File: config.mk
export PLATFORM = sky130hd
export DESIGN_NAME = rtc_event_core
export DESIGN_NICKNAME = d
export VERILOG_FILES = /design/src/common/rtc_pkg.sv /design/src/common/alarm_mem_if.sv /design/src/hw/pin_sync.sv /design/src/hw/alarm_ram.sv /design/src/hw/rtc_event_core.sv
export SDC_FILE = /design/constraint.sdc
export NUM_CORES = 1
export LEC_CHECK = 0
export BUFFER_PORTS_ARGS = -buffer_cell sky130_fd_sc_hd__buf_2
export CELL_PAD_IN_SITES_DETAIL_PLACEMENT = 0
export CELL_PAD_IN_SITES_GLOBAL_PLACEMENT = 1
export CORE_ASPECT_RATIO = 0.5
export CORE_MARGIN = 5
export CORE_UTILIZATION = 40
export CTS_BUF_LIST = sky130_fd_sc_hd__clkbuf_4 sky130_fd_sc_hd__clkbuf_8 sky130_fd_sc_hd__clkbuf_16
export DETAILED_ROUTE_END_ITERATION = 16
export PLACE_DENSITY = 0.75
export REMOVE_ABC_BUFFERS = 1
export SLEW_MARGIN = 20
export SYNTH_ARGS = -nofsm -noshare
export SYNTH_HDL_FRONTEND = slang
export SYNTH_SLANG_ARGS = --single-unit
File: constraint.sdc
create_clock -name ref_clk -period 4.7 [get_ports ref_clk]
set_input_delay 0.235 -clock ref_clk [delete_from_list [all_inputs] [get_ports ref_clk]]
set_output_delay 0.235 -clock ref_clk [all_outputs]
set_load 0.03 [all_outputs]
File: src/common/rtc_pkg.sv
// constants for the clock latch and interrupt block
// assumes an 8-bit bus with a 5-bit address and eight time fields
package rtc_pkg;
  localparam int DW            = 8;
  localparam int AW            = 5;
  localparam int NUM_FIELDS    = 8;
  localparam int FIELD_AW      = 3;
  localparam int NUM_TICKS     = 6;
  localparam int SYNC_STAGES   = 3;

  localparam logic [AW-1:0] ADDR_HUND        = 5'h00;
  localparam logic [AW-1:0] ADDR_TIME_LAST   = 5'h07;
  localparam logic [AW-1:0] ADDR_ALARM_FIRST = 5'h08;
  localparam logic [AW-1:0] ADDR_ALARM_LAST  = 5'h0f;
  localparam logic [AW-1:0] ADDR_STATUS      = 5'h10;
  localparam logic [AW-1:0] ADDR_CMD         = 5'h11;

  localparam int ST_ALARM   = 0;
  localparam int ST_TICK_LO = 1;
  localparam int ST_TICK_HI = 6;
  localparam int ST_SUMMARY = 7;
  localparam int CMD_GIE    = 4;
  localparam int CMD_TEST   = 5;
  localparam int FIELD_MASK = 7;
  localparam int SEC_TICK   = 2;

  localparam logic [DW-1:0] MASK_RESET   = 8'h00;
  localparam logic [DW-1:0] CMD_RESET    = 8'h00;
  localparam logic [DW-1:0] STATUS_RESET = 8'h00;
  localparam logic [DW-1:0] ALARM_RESET  = 8'h00;
  localparam logic [DW-1:0] ZERO_FIELD   = 8'h00;
  localparam logic [DW-1:0] SEC_ONLY     = 8'h08;
  localparam logic [15:0]   BUS_IDLE     = 16'he000;
endpackage

File: src/common/alarm_mem_if.sv
// link between the register logic and the alarm storage
// assumes one clock domain; contents feed the comparator every cycle
`timescale 1ns/1ns
`default_nettype none
interface alarm_mem_if;
  logic                                                    we;
  logic [rtc_pkg::FIELD_AW-1:0]                            waddr;
  logic [rtc_pkg::DW-1:0]                                  wdata;
  logic [rtc_pkg::FIELD_AW-1:0]                            raddr;
  logic [rtc_pkg::DW-1:0]                                  rdata;
  logic [rtc_pkg::NUM_FIELDS-1:0][rtc_pkg::DW-1:0]         contents;
  modport ctrl (output we, waddr, wdata, raddr, input rdata, contents);
  modport mem  (input we, waddr, wdata, raddr, output rdata, contents);
endinterface
`default_nettype wire

File: src/hw/pin_sync.sv
// three-stage synchroniser with agreement filter for pin inputs
// assumes raw comes from outside the ref_clk domain
`timescale 1ns/1ns
`default_nettype none
module pin_sync #(
  parameter int           W         = 1,
  parameter logic [W-1:0] RESET_VAL = '0
) (
  input  wire logic         ref_clk,
  input  wire logic         resetn,
  input  wire logic [W-1:0] raw,
  output logic      [W-1:0] filt
);
  typedef struct packed {
    logic [W-1:0] s1;
    logic [W-1:0] s2;
    logic [W-1:0] s3;
    logic [W-1:0] val;
  } sync_s;
  sync_s q;
  sync_s next_q;

  always_comb begin
    next_q     = q;
    next_q.s1  = raw;
    next_q.s2  = q.s1;
    next_q.s3  = q.s2;
    // s1 is read by s2 only; a bit moves once s2 and s3 agree
    next_q.val = (q.s2 & q.s3) | (q.val & (q.s2 | q.s3));
  end

  always_ff @(posedge ref_clk or negedge resetn) begin
    if (!resetn) begin
      q <= {RESET_VAL, RESET_VAL, RESET_VAL, RESET_VAL};
    end else begin
      q <= next_q;
    end
  end

  assign filt = q.val;
endmodule
`default_nettype wire

File: src/hw/alarm_ram.sv
// alarm storage: one byte per time field, registered read port
// assumes writes and reads come from the register logic on ref_clk
`timescale 1ns/1ns
`default_nettype none
module alarm_ram (
  input  wire logic  ref_clk,
  input  wire logic  resetn,
  alarm_mem_if.mem   port
);
  typedef struct packed {
    logic [rtc_pkg::NUM_FIELDS-1:0][rtc_pkg::DW-1:0] mem;
    logic [rtc_pkg::DW-1:0]                          rdata;
  } ram_s;
  ram_s q;
  ram_s next_q;

  always_comb begin
    next_q       = q;
    next_q.rdata = q.mem[port.raddr];
    if (port.we) begin
      next_q.mem[port.waddr] = port.wdata;
    end
  end

  always_ff @(posedge ref_clk or negedge resetn) begin
    if (!resetn) begin
      q <= '{mem: {rtc_pkg::NUM_FIELDS{rtc_pkg::ALARM_RESET}}, rdata: rtc_pkg::ALARM_RESET};
    end else begin
      q <= next_q;
    end
  end

  assign port.rdata    = q.rdata;
  assign port.contents = q.mem;
endmodule
`default_nettype wire

File: src/hw/rtc_event_core.sv
// time read latching, event status and interrupt logic of the clock
// assumes the counter chain supplies live values and one-cycle tick pulses
// on ref_clk; bus pins arrive asynchronously and are filtered here
//
// Operation
// - hundredths read captures the seven other counters
// - hundredths read returns live, never latched value
// - held values stay until next hundredths read
// - alarm storage reads return stored bytes directly
// - status flags every counter increment, mask ignored
// - status clears right after it is read
// - top status bit marks any raised interrupt
// - alarm interrupt also sets lowest status bit
// - status read releases the interrupt output
// - periodic needs global enable and mask bit
// - periodic fires on matching counter increment
// - enabling never restarts counters; natural period spacing
// - alarm needs global enable and alarm mask
// - exact match sets alarm, summary, interrupt
// - masked alarm fields other than hundredths are left out
// - masked hundredths field compares as zero
// - software reads status to clear, identify source
// - mask written at status location; command next
// - mask value 08h enables one-second interrupt only
// - test bit clocks hundredths from oscillator
`timescale 1ns/1ns
`default_nettype none
module rtc_event_core (
  input  wire logic                                            ref_clk,
  input  wire logic                                            resetn,
  input  wire logic                                            cs_n,
  input  wire logic                                            rd_n,
  input  wire logic                                            wr_n,
  input  wire logic [rtc_pkg::AW-1:0]                          addr,
  input  wire logic [rtc_pkg::DW-1:0]                          data_in,
  output logic      [rtc_pkg::DW-1:0]                          data_out,
  output logic                                                 data_oe,
  input  wire logic [rtc_pkg::NUM_FIELDS-1:0][rtc_pkg::DW-1:0] counter_value,
  input  wire logic [rtc_pkg::NUM_TICKS-1:0]                   tick_event,
  input  wire logic                                            div_tick,
  input  wire logic                                            osc_tick,
  output logic                                                 hundredths_clock_en,
  output logic      [rtc_pkg::DW-1:0]                          command,
  output logic                                                 irq
);
  localparam int BUSW = 3 + rtc_pkg::AW + rtc_pkg::DW;

  typedef struct packed {
    logic [rtc_pkg::NUM_FIELDS-1:0][rtc_pkg::DW-1:0] held;
    logic [rtc_pkg::DW-1:0]                          mask;
    logic [rtc_pkg::DW-1:0]                          cmd;
    logic [rtc_pkg::DW-1:0]                          status;
    logic [rtc_pkg::DW-1:0]                          dout;
    logic [rtc_pkg::DW-1:0]                          wdata;
    logic [rtc_pkg::AW-1:0]                          waddr;
    logic                                            irq;
    logic                                            rd_act;
    logic                                            wr_act;
    logic                                            match_q;
  } core_s;
  core_s q;
  core_s next_q;

  logic [BUSW-1:0]                   bus_raw;
  logic [BUSW-1:0]                   bus_f;
  logic                              cs_f;
  logic                              rd_f;
  logic                              wr_f;
  logic [rtc_pkg::AW-1:0]            addr_f;
  logic [rtc_pkg::DW-1:0]            din_f;
  logic                              rd_now;
  logic                              wr_now;
  logic                              rd_start;
  logic                              wr_end;
  logic                              status_rd;
  logic                              hund_rd;
  logic [rtc_pkg::NUM_FIELDS-1:0]    field_ok;
  logic                              match;
  logic                              alarm_evt;
  logic                              gie;
  logic                              periodic_hit;
  logic                              alarm_int;
  logic                              irq_set;

  alarm_mem_if am ();

  assign bus_raw = {cs_n, rd_n, wr_n, addr, data_in};

  // strobes, address and data are all filtered the same way so they stay aligned
  pin_sync #(
    .W         (BUSW),
    .RESET_VAL (rtc_pkg::BUS_IDLE)
  ) u_sync (
    .ref_clk (ref_clk),
    .resetn  (resetn),
    .raw     (bus_raw),
    .filt    (bus_f)
  );

  alarm_ram u_alarm (
    .ref_clk (ref_clk),
    .resetn  (resetn),
    .port    (am.mem)
  );

  assign cs_f      = bus_f[BUSW-1];
  assign rd_f      = bus_f[BUSW-2];
  assign wr_f      = bus_f[BUSW-3];
  assign addr_f    = bus_f[rtc_pkg::AW+rtc_pkg::DW-1:rtc_pkg::DW];
  assign din_f     = bus_f[rtc_pkg::DW-1:0];
  assign rd_now    = !cs_f && !rd_f;
  assign wr_now    = !cs_f && !wr_f;
  assign rd_start  = rd_now && !q.rd_act;
  assign wr_end    = !wr_now && q.wr_act;
  assign status_rd = rd_start && (addr_f == rtc_pkg::ADDR_STATUS);
  assign hund_rd   = rd_start && (addr_f == rtc_pkg::ADDR_HUND);

  // one comparator per field; bit 7 of each alarm byte masks the field
  for (genvar i = 0; i < rtc_pkg::NUM_FIELDS; i++) begin : g_field
    if (i == 0) begin : g_hund
      assign field_ok[i] = am.contents[i][rtc_pkg::FIELD_MASK] ?
                           (counter_value[i] == rtc_pkg::ZERO_FIELD) :
                           ({1'b0, am.contents[i][rtc_pkg::DW-2:0]} == counter_value[i]);
    end else begin : g_other
      assign field_ok[i] = am.contents[i][rtc_pkg::FIELD_MASK] ||
                           ({1'b0, am.contents[i][rtc_pkg::DW-2:0]} == counter_value[i]);
    end
  end

  assign match     = &field_ok;
  // one event per match window, not one per cycle while the counters sit on it
  assign alarm_evt = match && !q.match_q;
  assign gie       = q.cmd[rtc_pkg::CMD_GIE];
  // ticks come straight from the free-running chain, so enabling never shifts them
  assign periodic_hit = gie && |(q.mask[rtc_pkg::ST_TICK_HI:rtc_pkg::ST_TICK_LO] & tick_event);
  assign alarm_int    = gie && q.mask[rtc_pkg::ST_ALARM] && alarm_evt;
  assign irq_set      = periodic_hit || alarm_int;

  assign am.we    = wr_end && (q.waddr >= rtc_pkg::ADDR_ALARM_FIRST) &&
                    (q.waddr <= rtc_pkg::ADDR_ALARM_LAST);
  assign am.waddr = q.waddr[rtc_pkg::FIELD_AW-1:0];
  assign am.wdata = q.wdata;
  assign am.raddr = addr_f[rtc_pkg::FIELD_AW-1:0];

  always_comb begin
    next_q         = q;
    next_q.rd_act  = rd_now;
    next_q.wr_act  = wr_now;
    next_q.match_q = match;
    if (wr_now) begin
      next_q.waddr = addr_f;
      next_q.wdata = din_f;
    end
    if (hund_rd) begin
      next_q.held = counter_value;
    end
    // clear first, then sets, so a coincident event survives the read
    if (status_rd) begin
      next_q.status = rtc_pkg::STATUS_RESET;
      next_q.irq    = 1'b0;
    end
    next_q.status[rtc_pkg::ST_TICK_HI:rtc_pkg::ST_TICK_LO] =
      next_q.status[rtc_pkg::ST_TICK_HI:rtc_pkg::ST_TICK_LO] | tick_event;
    if (alarm_int) begin
      next_q.status[rtc_pkg::ST_ALARM] = 1'b1;
    end
    if (irq_set) begin
      next_q.status[rtc_pkg::ST_SUMMARY] = 1'b1;
      next_q.irq                         = 1'b1;
    end
    if (wr_end) begin
      case (q.waddr)
        rtc_pkg::ADDR_STATUS: next_q.mask = q.wdata;
        rtc_pkg::ADDR_CMD:    next_q.cmd  = q.wdata;
        default:              next_q.mask = q.mask;
      endcase
    end
    // read data refreshes every cycle of the strobe, except the status snapshot
    if (rd_now) begin
      if (addr_f == rtc_pkg::ADDR_HUND) begin
        next_q.dout = counter_value[0];
      end else if (addr_f <= rtc_pkg::ADDR_TIME_LAST) begin
        next_q.dout = q.held[addr_f[rtc_pkg::FIELD_AW-1:0]];
      end else if (addr_f <= rtc_pkg::ADDR_ALARM_LAST) begin
        next_q.dout = am.rdata;
      end else if (addr_f == rtc_pkg::ADDR_STATUS) begin
        if (rd_start) begin
          next_q.dout = q.status;
        end
      end else if (addr_f == rtc_pkg::ADDR_CMD) begin
        next_q.dout = q.cmd;
      end else begin
        next_q.dout = rtc_pkg::ZERO_FIELD;
      end
    end
  end

  always_ff @(posedge ref_clk or negedge resetn) begin
    if (!resetn) begin
      q <= '{held:    {rtc_pkg::NUM_FIELDS{rtc_pkg::ZERO_FIELD}},
             mask:    rtc_pkg::MASK_RESET,
             cmd:     rtc_pkg::CMD_RESET,
             status:  rtc_pkg::STATUS_RESET,
             dout:    rtc_pkg::ZERO_FIELD,
             wdata:   rtc_pkg::ZERO_FIELD,
             waddr:   rtc_pkg::ADDR_HUND,
             irq:     1'b0,
             rd_act:  1'b0,
             wr_act:  1'b0,
             match_q: 1'b0};
    end else begin
      q <= next_q;
    end
  end

  assign data_out            = q.dout;
  assign data_oe             = q.rd_act;
  assign command             = q.cmd;
  assign irq                 = q.irq;
  // test mode trades accuracy for a fast hundredths count
  assign hundredths_clock_en = q.cmd[rtc_pkg::CMD_TEST] ? osc_tick : div_tick;

  property p_latch_on_hund;
    @(posedge ref_clk) disable iff (!resetn)
    hund_rd |=> (q.held[7:1] == $past(counter_value[7:1]));
  endproperty
  a_latch_on_hund: assert property (p_latch_on_hund) else $error("held time not captured");

  property p_held_stable;
    @(posedge ref_clk) disable iff (!resetn)
    !hund_rd |=> $stable(q.held[7:1]);
  endproperty
  a_held_stable: assert property (p_held_stable) else $error("held time changed");

  property p_hund_live;
    @(posedge ref_clk) disable iff (!resetn)
    (rd_now && addr_f == rtc_pkg::ADDR_HUND) |=> (data_out == $past(counter_value[0]));
  endproperty
  a_hund_live: assert property (p_hund_live) else $error("hundredths read not live");

  property p_tick_flagged;
    @(posedge ref_clk) disable iff (!resetn)
    (tick_event != '0) |=>
      ((q.status[rtc_pkg::ST_TICK_HI:rtc_pkg::ST_TICK_LO] & $past(tick_event)) == $past(tick_event));
  endproperty
  a_tick_flagged: assert property (p_tick_flagged) else $error("increment not flagged");

  property p_read_clears;
    @(posedge ref_clk) disable iff (!resetn)
    (status_rd && tick_event == '0 && !irq_set) |=> (q.status == rtc_pkg::STATUS_RESET) && !irq;
  endproperty
  a_read_clears: assert property (p_read_clears) else $error("status read did not clear");

  property p_summary_set;
    @(posedge ref_clk) disable iff (!resetn)
    irq_set |=> q.status[rtc_pkg::ST_SUMMARY] && irq;
  endproperty
  a_summary_set: assert property (p_summary_set) else $error("summary bit or output missing");

  property p_alarm_bits;
    @(posedge ref_clk) disable iff (!resetn)
    alarm_int |=> q.status[rtc_pkg::ST_ALARM] && q.status[rtc_pkg::ST_SUMMARY];
  endproperty
  a_alarm_bits: assert property (p_alarm_bits) else $error("alarm bits not set");

  property p_gate_enable;
    @(posedge ref_clk) disable iff (!resetn)
    !gie |-> !irq_set;
  endproperty
  a_gate_enable: assert property (p_gate_enable) else $error("interrupt without enable");

  property p_sec_only;
    @(posedge ref_clk) disable iff (!resetn)
    (q.mask == rtc_pkg::SEC_ONLY && !tick_event[rtc_pkg::SEC_TICK]) |-> !irq_set;
  endproperty
  a_sec_only: assert property (p_sec_only) else $error("mask 08h raised other source");

  property p_irq_holds;
    @(posedge ref_clk) disable iff (!resetn)
    (irq && !status_rd) |=> irq;
  endproperty
  a_irq_holds: assert property (p_irq_holds) else $error("interrupt dropped early");

  property p_hund_masked;
    @(posedge ref_clk) disable iff (!resetn)
    (am.contents[0][rtc_pkg::FIELD_MASK] && counter_value[0] != rtc_pkg::ZERO_FIELD) |-> !match;
  endproperty
  a_hund_masked: assert property (p_hund_masked) else $error("masked hundredths not zero");

  property p_test_clock;
    @(posedge ref_clk) disable iff (!resetn)
    q.cmd[rtc_pkg::CMD_TEST] |-> (hundredths_clock_en == osc_tick);
  endproperty
  a_test_clock: assert property (p_test_clock) else $error("test mode source wrong");

  c_status_read:  cover property (@(posedge ref_clk) disable iff (!resetn) irq ##1 status_rd);
  c_alarm_irq:    cover property (@(posedge ref_clk) disable iff (!resetn) alarm_int);
  c_periodic_irq: cover property (@(posedge ref_clk) disable iff (!resetn) periodic_hit);
  c_hund_latch:   cover property (@(posedge ref_clk) disable iff (!resetn) hund_rd);
endmodule
`default_nettype wire

==> results.json <==
{
  "drive_gt1_share_pct": 45.6,
  "area_growth_pct": 19.0,
  "grt_max_degree": 133,
  "skew_ns": 0.0107,
  "yosys.area.top_type": "dfrtp_1",
  "clock_sinks": 247,
  "cts_tree": "done",
  "multi_input_area_sq_um": 4170,
  "final_common_cell": "dfrtp_1",
  "fin_area_sq_um": 12700,
  "critical_path_class": "reg2reg",
  "drc_errors": 0,
  "start_util_pct": 40.5,
  "die_h_microns": 125,
  "synth_cell_type_count": 39,
  "drt_iter0_markers": 399,
  "regArea_sq_um": 6200,
  "clock_latency_ns": 0.50,
  "post_cts_buffers": 0,
  "synth_area_leaders": "dfrtp_1 (55%), mux2_2 (19%), mux4_2 (6.8%)",
  "slew_headroom_pct": 39.2,
  "ir_worst_vdd_mv": 0.267,
  "critical_path.max_stage_delay_ns": 0.77,
  "final_cell_mix": "dfrtp_1 (234), mux2_2 (180), buf_2 (107)",
  "avgSynthCellArea_sq_um": 15.0,
  "postRouteAntennaNets": 0,
  "hold_viol_final": 0,
  "synth_area_sq_um": 10700,
  "die_area_sq_um": 30200,
  "synth_top_flop_cell": "dfrtp_1",
  "wl_per_cell_microns": 21.5,
  "max-clock-path-buffers": 3,
  "crit_family": "buffers and inverters",
  "vias_per_cell": 5.23,
  "path_cells": "buf_4, nor4_2, buf_4, nand3b_1, buf_4, mux2_2",
  "end_kind": "register",
  "io_pins": 109,
  "synthArstFlopShare_pct": 100,
  "clkSlewWorstSetupHoldPaths_ns": 0.06,
  "grt_pass1_vias": 6907,
  "cp_data_required_time_ns": 5.08,
  "gp_congestion": 0.809,
  "rows": 42,
  "fin_setup_tns_ns": 0,
  "synth-seq-area-share_pct": 58.2,
  "p_leak_nw": 5.71,
  "dpl-instance-area_sq_um": 11400,
  "die_w_microns": 241,
  "grt_pass1_wl_microns": 40900,
  "numCtsBuffers": 23,
  "fin_crit_ns": 2.77,
  "io_buffers": 108,
  "drv_slew": 0,
  "ys_warn_count": 0,
  "crit_arrival_ns": 3.15,
  "worstPathMaxFanout": 64,
  "synth_top_area_share_pct": 55.2,
  "syn_inst": 710,
  "core-area_sq_um": 26300,
  "slowest_stage": "dfrtp_2",
  "n_fill_cell": 2288,
  "antenna_found_initial": 1,
  "setup_viol": 0,
  "cp_common_cell": "buf_4",
  "r2r_slack_ns": 1.93,
  "grtUsageTotal_pct": 17.4,
  "worstMarginPinSlew_ns": 0.911,
  "ys_seq_elements": 247,
  "max_freq_mhz": 361,
  "p_per_area_nw_per_um2": 512,
  "min_period_over_period_pct": 59.0,
  "fin_nets": 935,
  "num_vias": 6343,
  "synth_edf_count": 0,
  "critPathLaunchType": "register",
  "antenna_cells": 0,
  "clockRootBuffer": "clkbuf_16",
  "drt_wl_total_microns": 26000,
  "path_buf_inv": 3,
  "maxCapViolCount": 0,
  "status": "finished, final reports clean",
  "rsz0062_at_grt": "false",
  "drtPass1Iterations": 4,
  "hold_path_class": "in2reg",
  "overflow": 0,
  "cts.htree.levels": 1,
  "hpwl_microns": 18400
}
synthesized netlist by cell type, types with 2 or more instances:
master    instances
nor3b_4           2
nor3_1            2
nor4_1           18
nor2_1           13
nand2b_1          2
clkbuf_1         17
nand3_1           5
mux4_2           32
maj3_1           16
mux2_2          180
buf_1             4
nand3b_1          4
dfrtp_1         235
nand2_1          17
a21o_1            6
buf_2            12
a22oi_1          12
xor2_1           54
xnor2_1           2
dfstp_2          12
o21ai_0          16
a21oi_1          15
buf_4            17
buf_6             2
cells by family after synthesis:
family	synth area share [%]
mux	25.8
simple gates	4.26
flops	58.2
buf+inv	2.75
compound gates	2.94
fa+ha+maj	1.50
xor+xnor	4.60
path summary, 6_finish.rpt:
path                            depth (start not counted)              start                 to
max in group asynchronous                               3             resetn              q[96]
worst min-delay path                                    2  counter_value[53]             q[102]
min in group asynchronous                               2             resetn  u_sync.next_q[40]
worst min register to register                          0  u_sync.next_q[38]  u_sync.next_q[22]
worst max-delay path                                    6     u_sync.filt[8]              q[76]
worst max register to register                          6     u_sync.filt[8]              q[76]
timing repair:
item                                   CTS  global route
endpoints found under the hold margin  146             1
resized for setup                        0             0
hold buffers                            44             1
routing by layer:
| layer | GRT usage (%) | part of all wire, % | wire, microns | vias up |
|---|---|---|---|---|
| met5 | 0 | 0 | 0 | - |
| met4 | 4.38 | 2.6 | 688 | 0 |
| met3 | 3.15 | 4.6 | 1190 | 46 |
| met2 | 28.1 | 48 | 12500 | 122 |
| met1 | 24.5 | 45 | 11600 | 3348 |
| li1 | - | - | - | 2827 |
flip-flops by register name, indices dropped and copies added, names as in the netlist:
| name | cells |
|---|---|
| u_sync.filt | 16 |
| q | 83 |
| am.waddr | 3 |
| u_sync.next_q | 32 |
| u_sync.q | 16 |
| am.wdata | 8 |
| u_alarm.port.rdata | 8 |
| command | 8 |
| data_oe | 1 |
| u_alarm.port.contents | 64 |
| data_out | 8 |
power by group:
part / switching [mW] / internal (mW) / total [mW]
combinational: 0.636 / 0.800 / 1.44
clock: 0.781 / 1.15 / 1.93
sequential: 0.475 / 2.65 / 3.13
total: 1.89 / 4.60 / 6.49
final cells by class:
class | instances | share of cell area (%)
clock buffers | 36 | 5.60
clock inverters | 5 | 0.592
inverters | 1 | 0.0296
multi-input cells | 410 | 32.9
flip-flops and latches | 247 | 48.9
well taps | 352 | 3.47
repair buffers | 162 | 8.53
stage by stage:
step / cells / setup WS, ns / total power, mW / util (%) / hold slack [ns]
after detailed placement: 1127 / 1.91 / 4.57 / 43.5 / 0.335
after global placement: 1127 / 1.95 / 4.51 / 43.5 / 0.332
final: 1213 / 1.93 / 6.49 / 48.2 / 0.00996
after CTS: 1212 / 1.90 / 6.53 / 48.1 / 0.0000534
after global routing: 1213 / 1.76 / 6.79 / 48.2 / 0.00698
after floorplan: 658 / -0.121 / 4.00 / - / -0.0606
No activity file was read; power rests on OpenSTA's default activity.
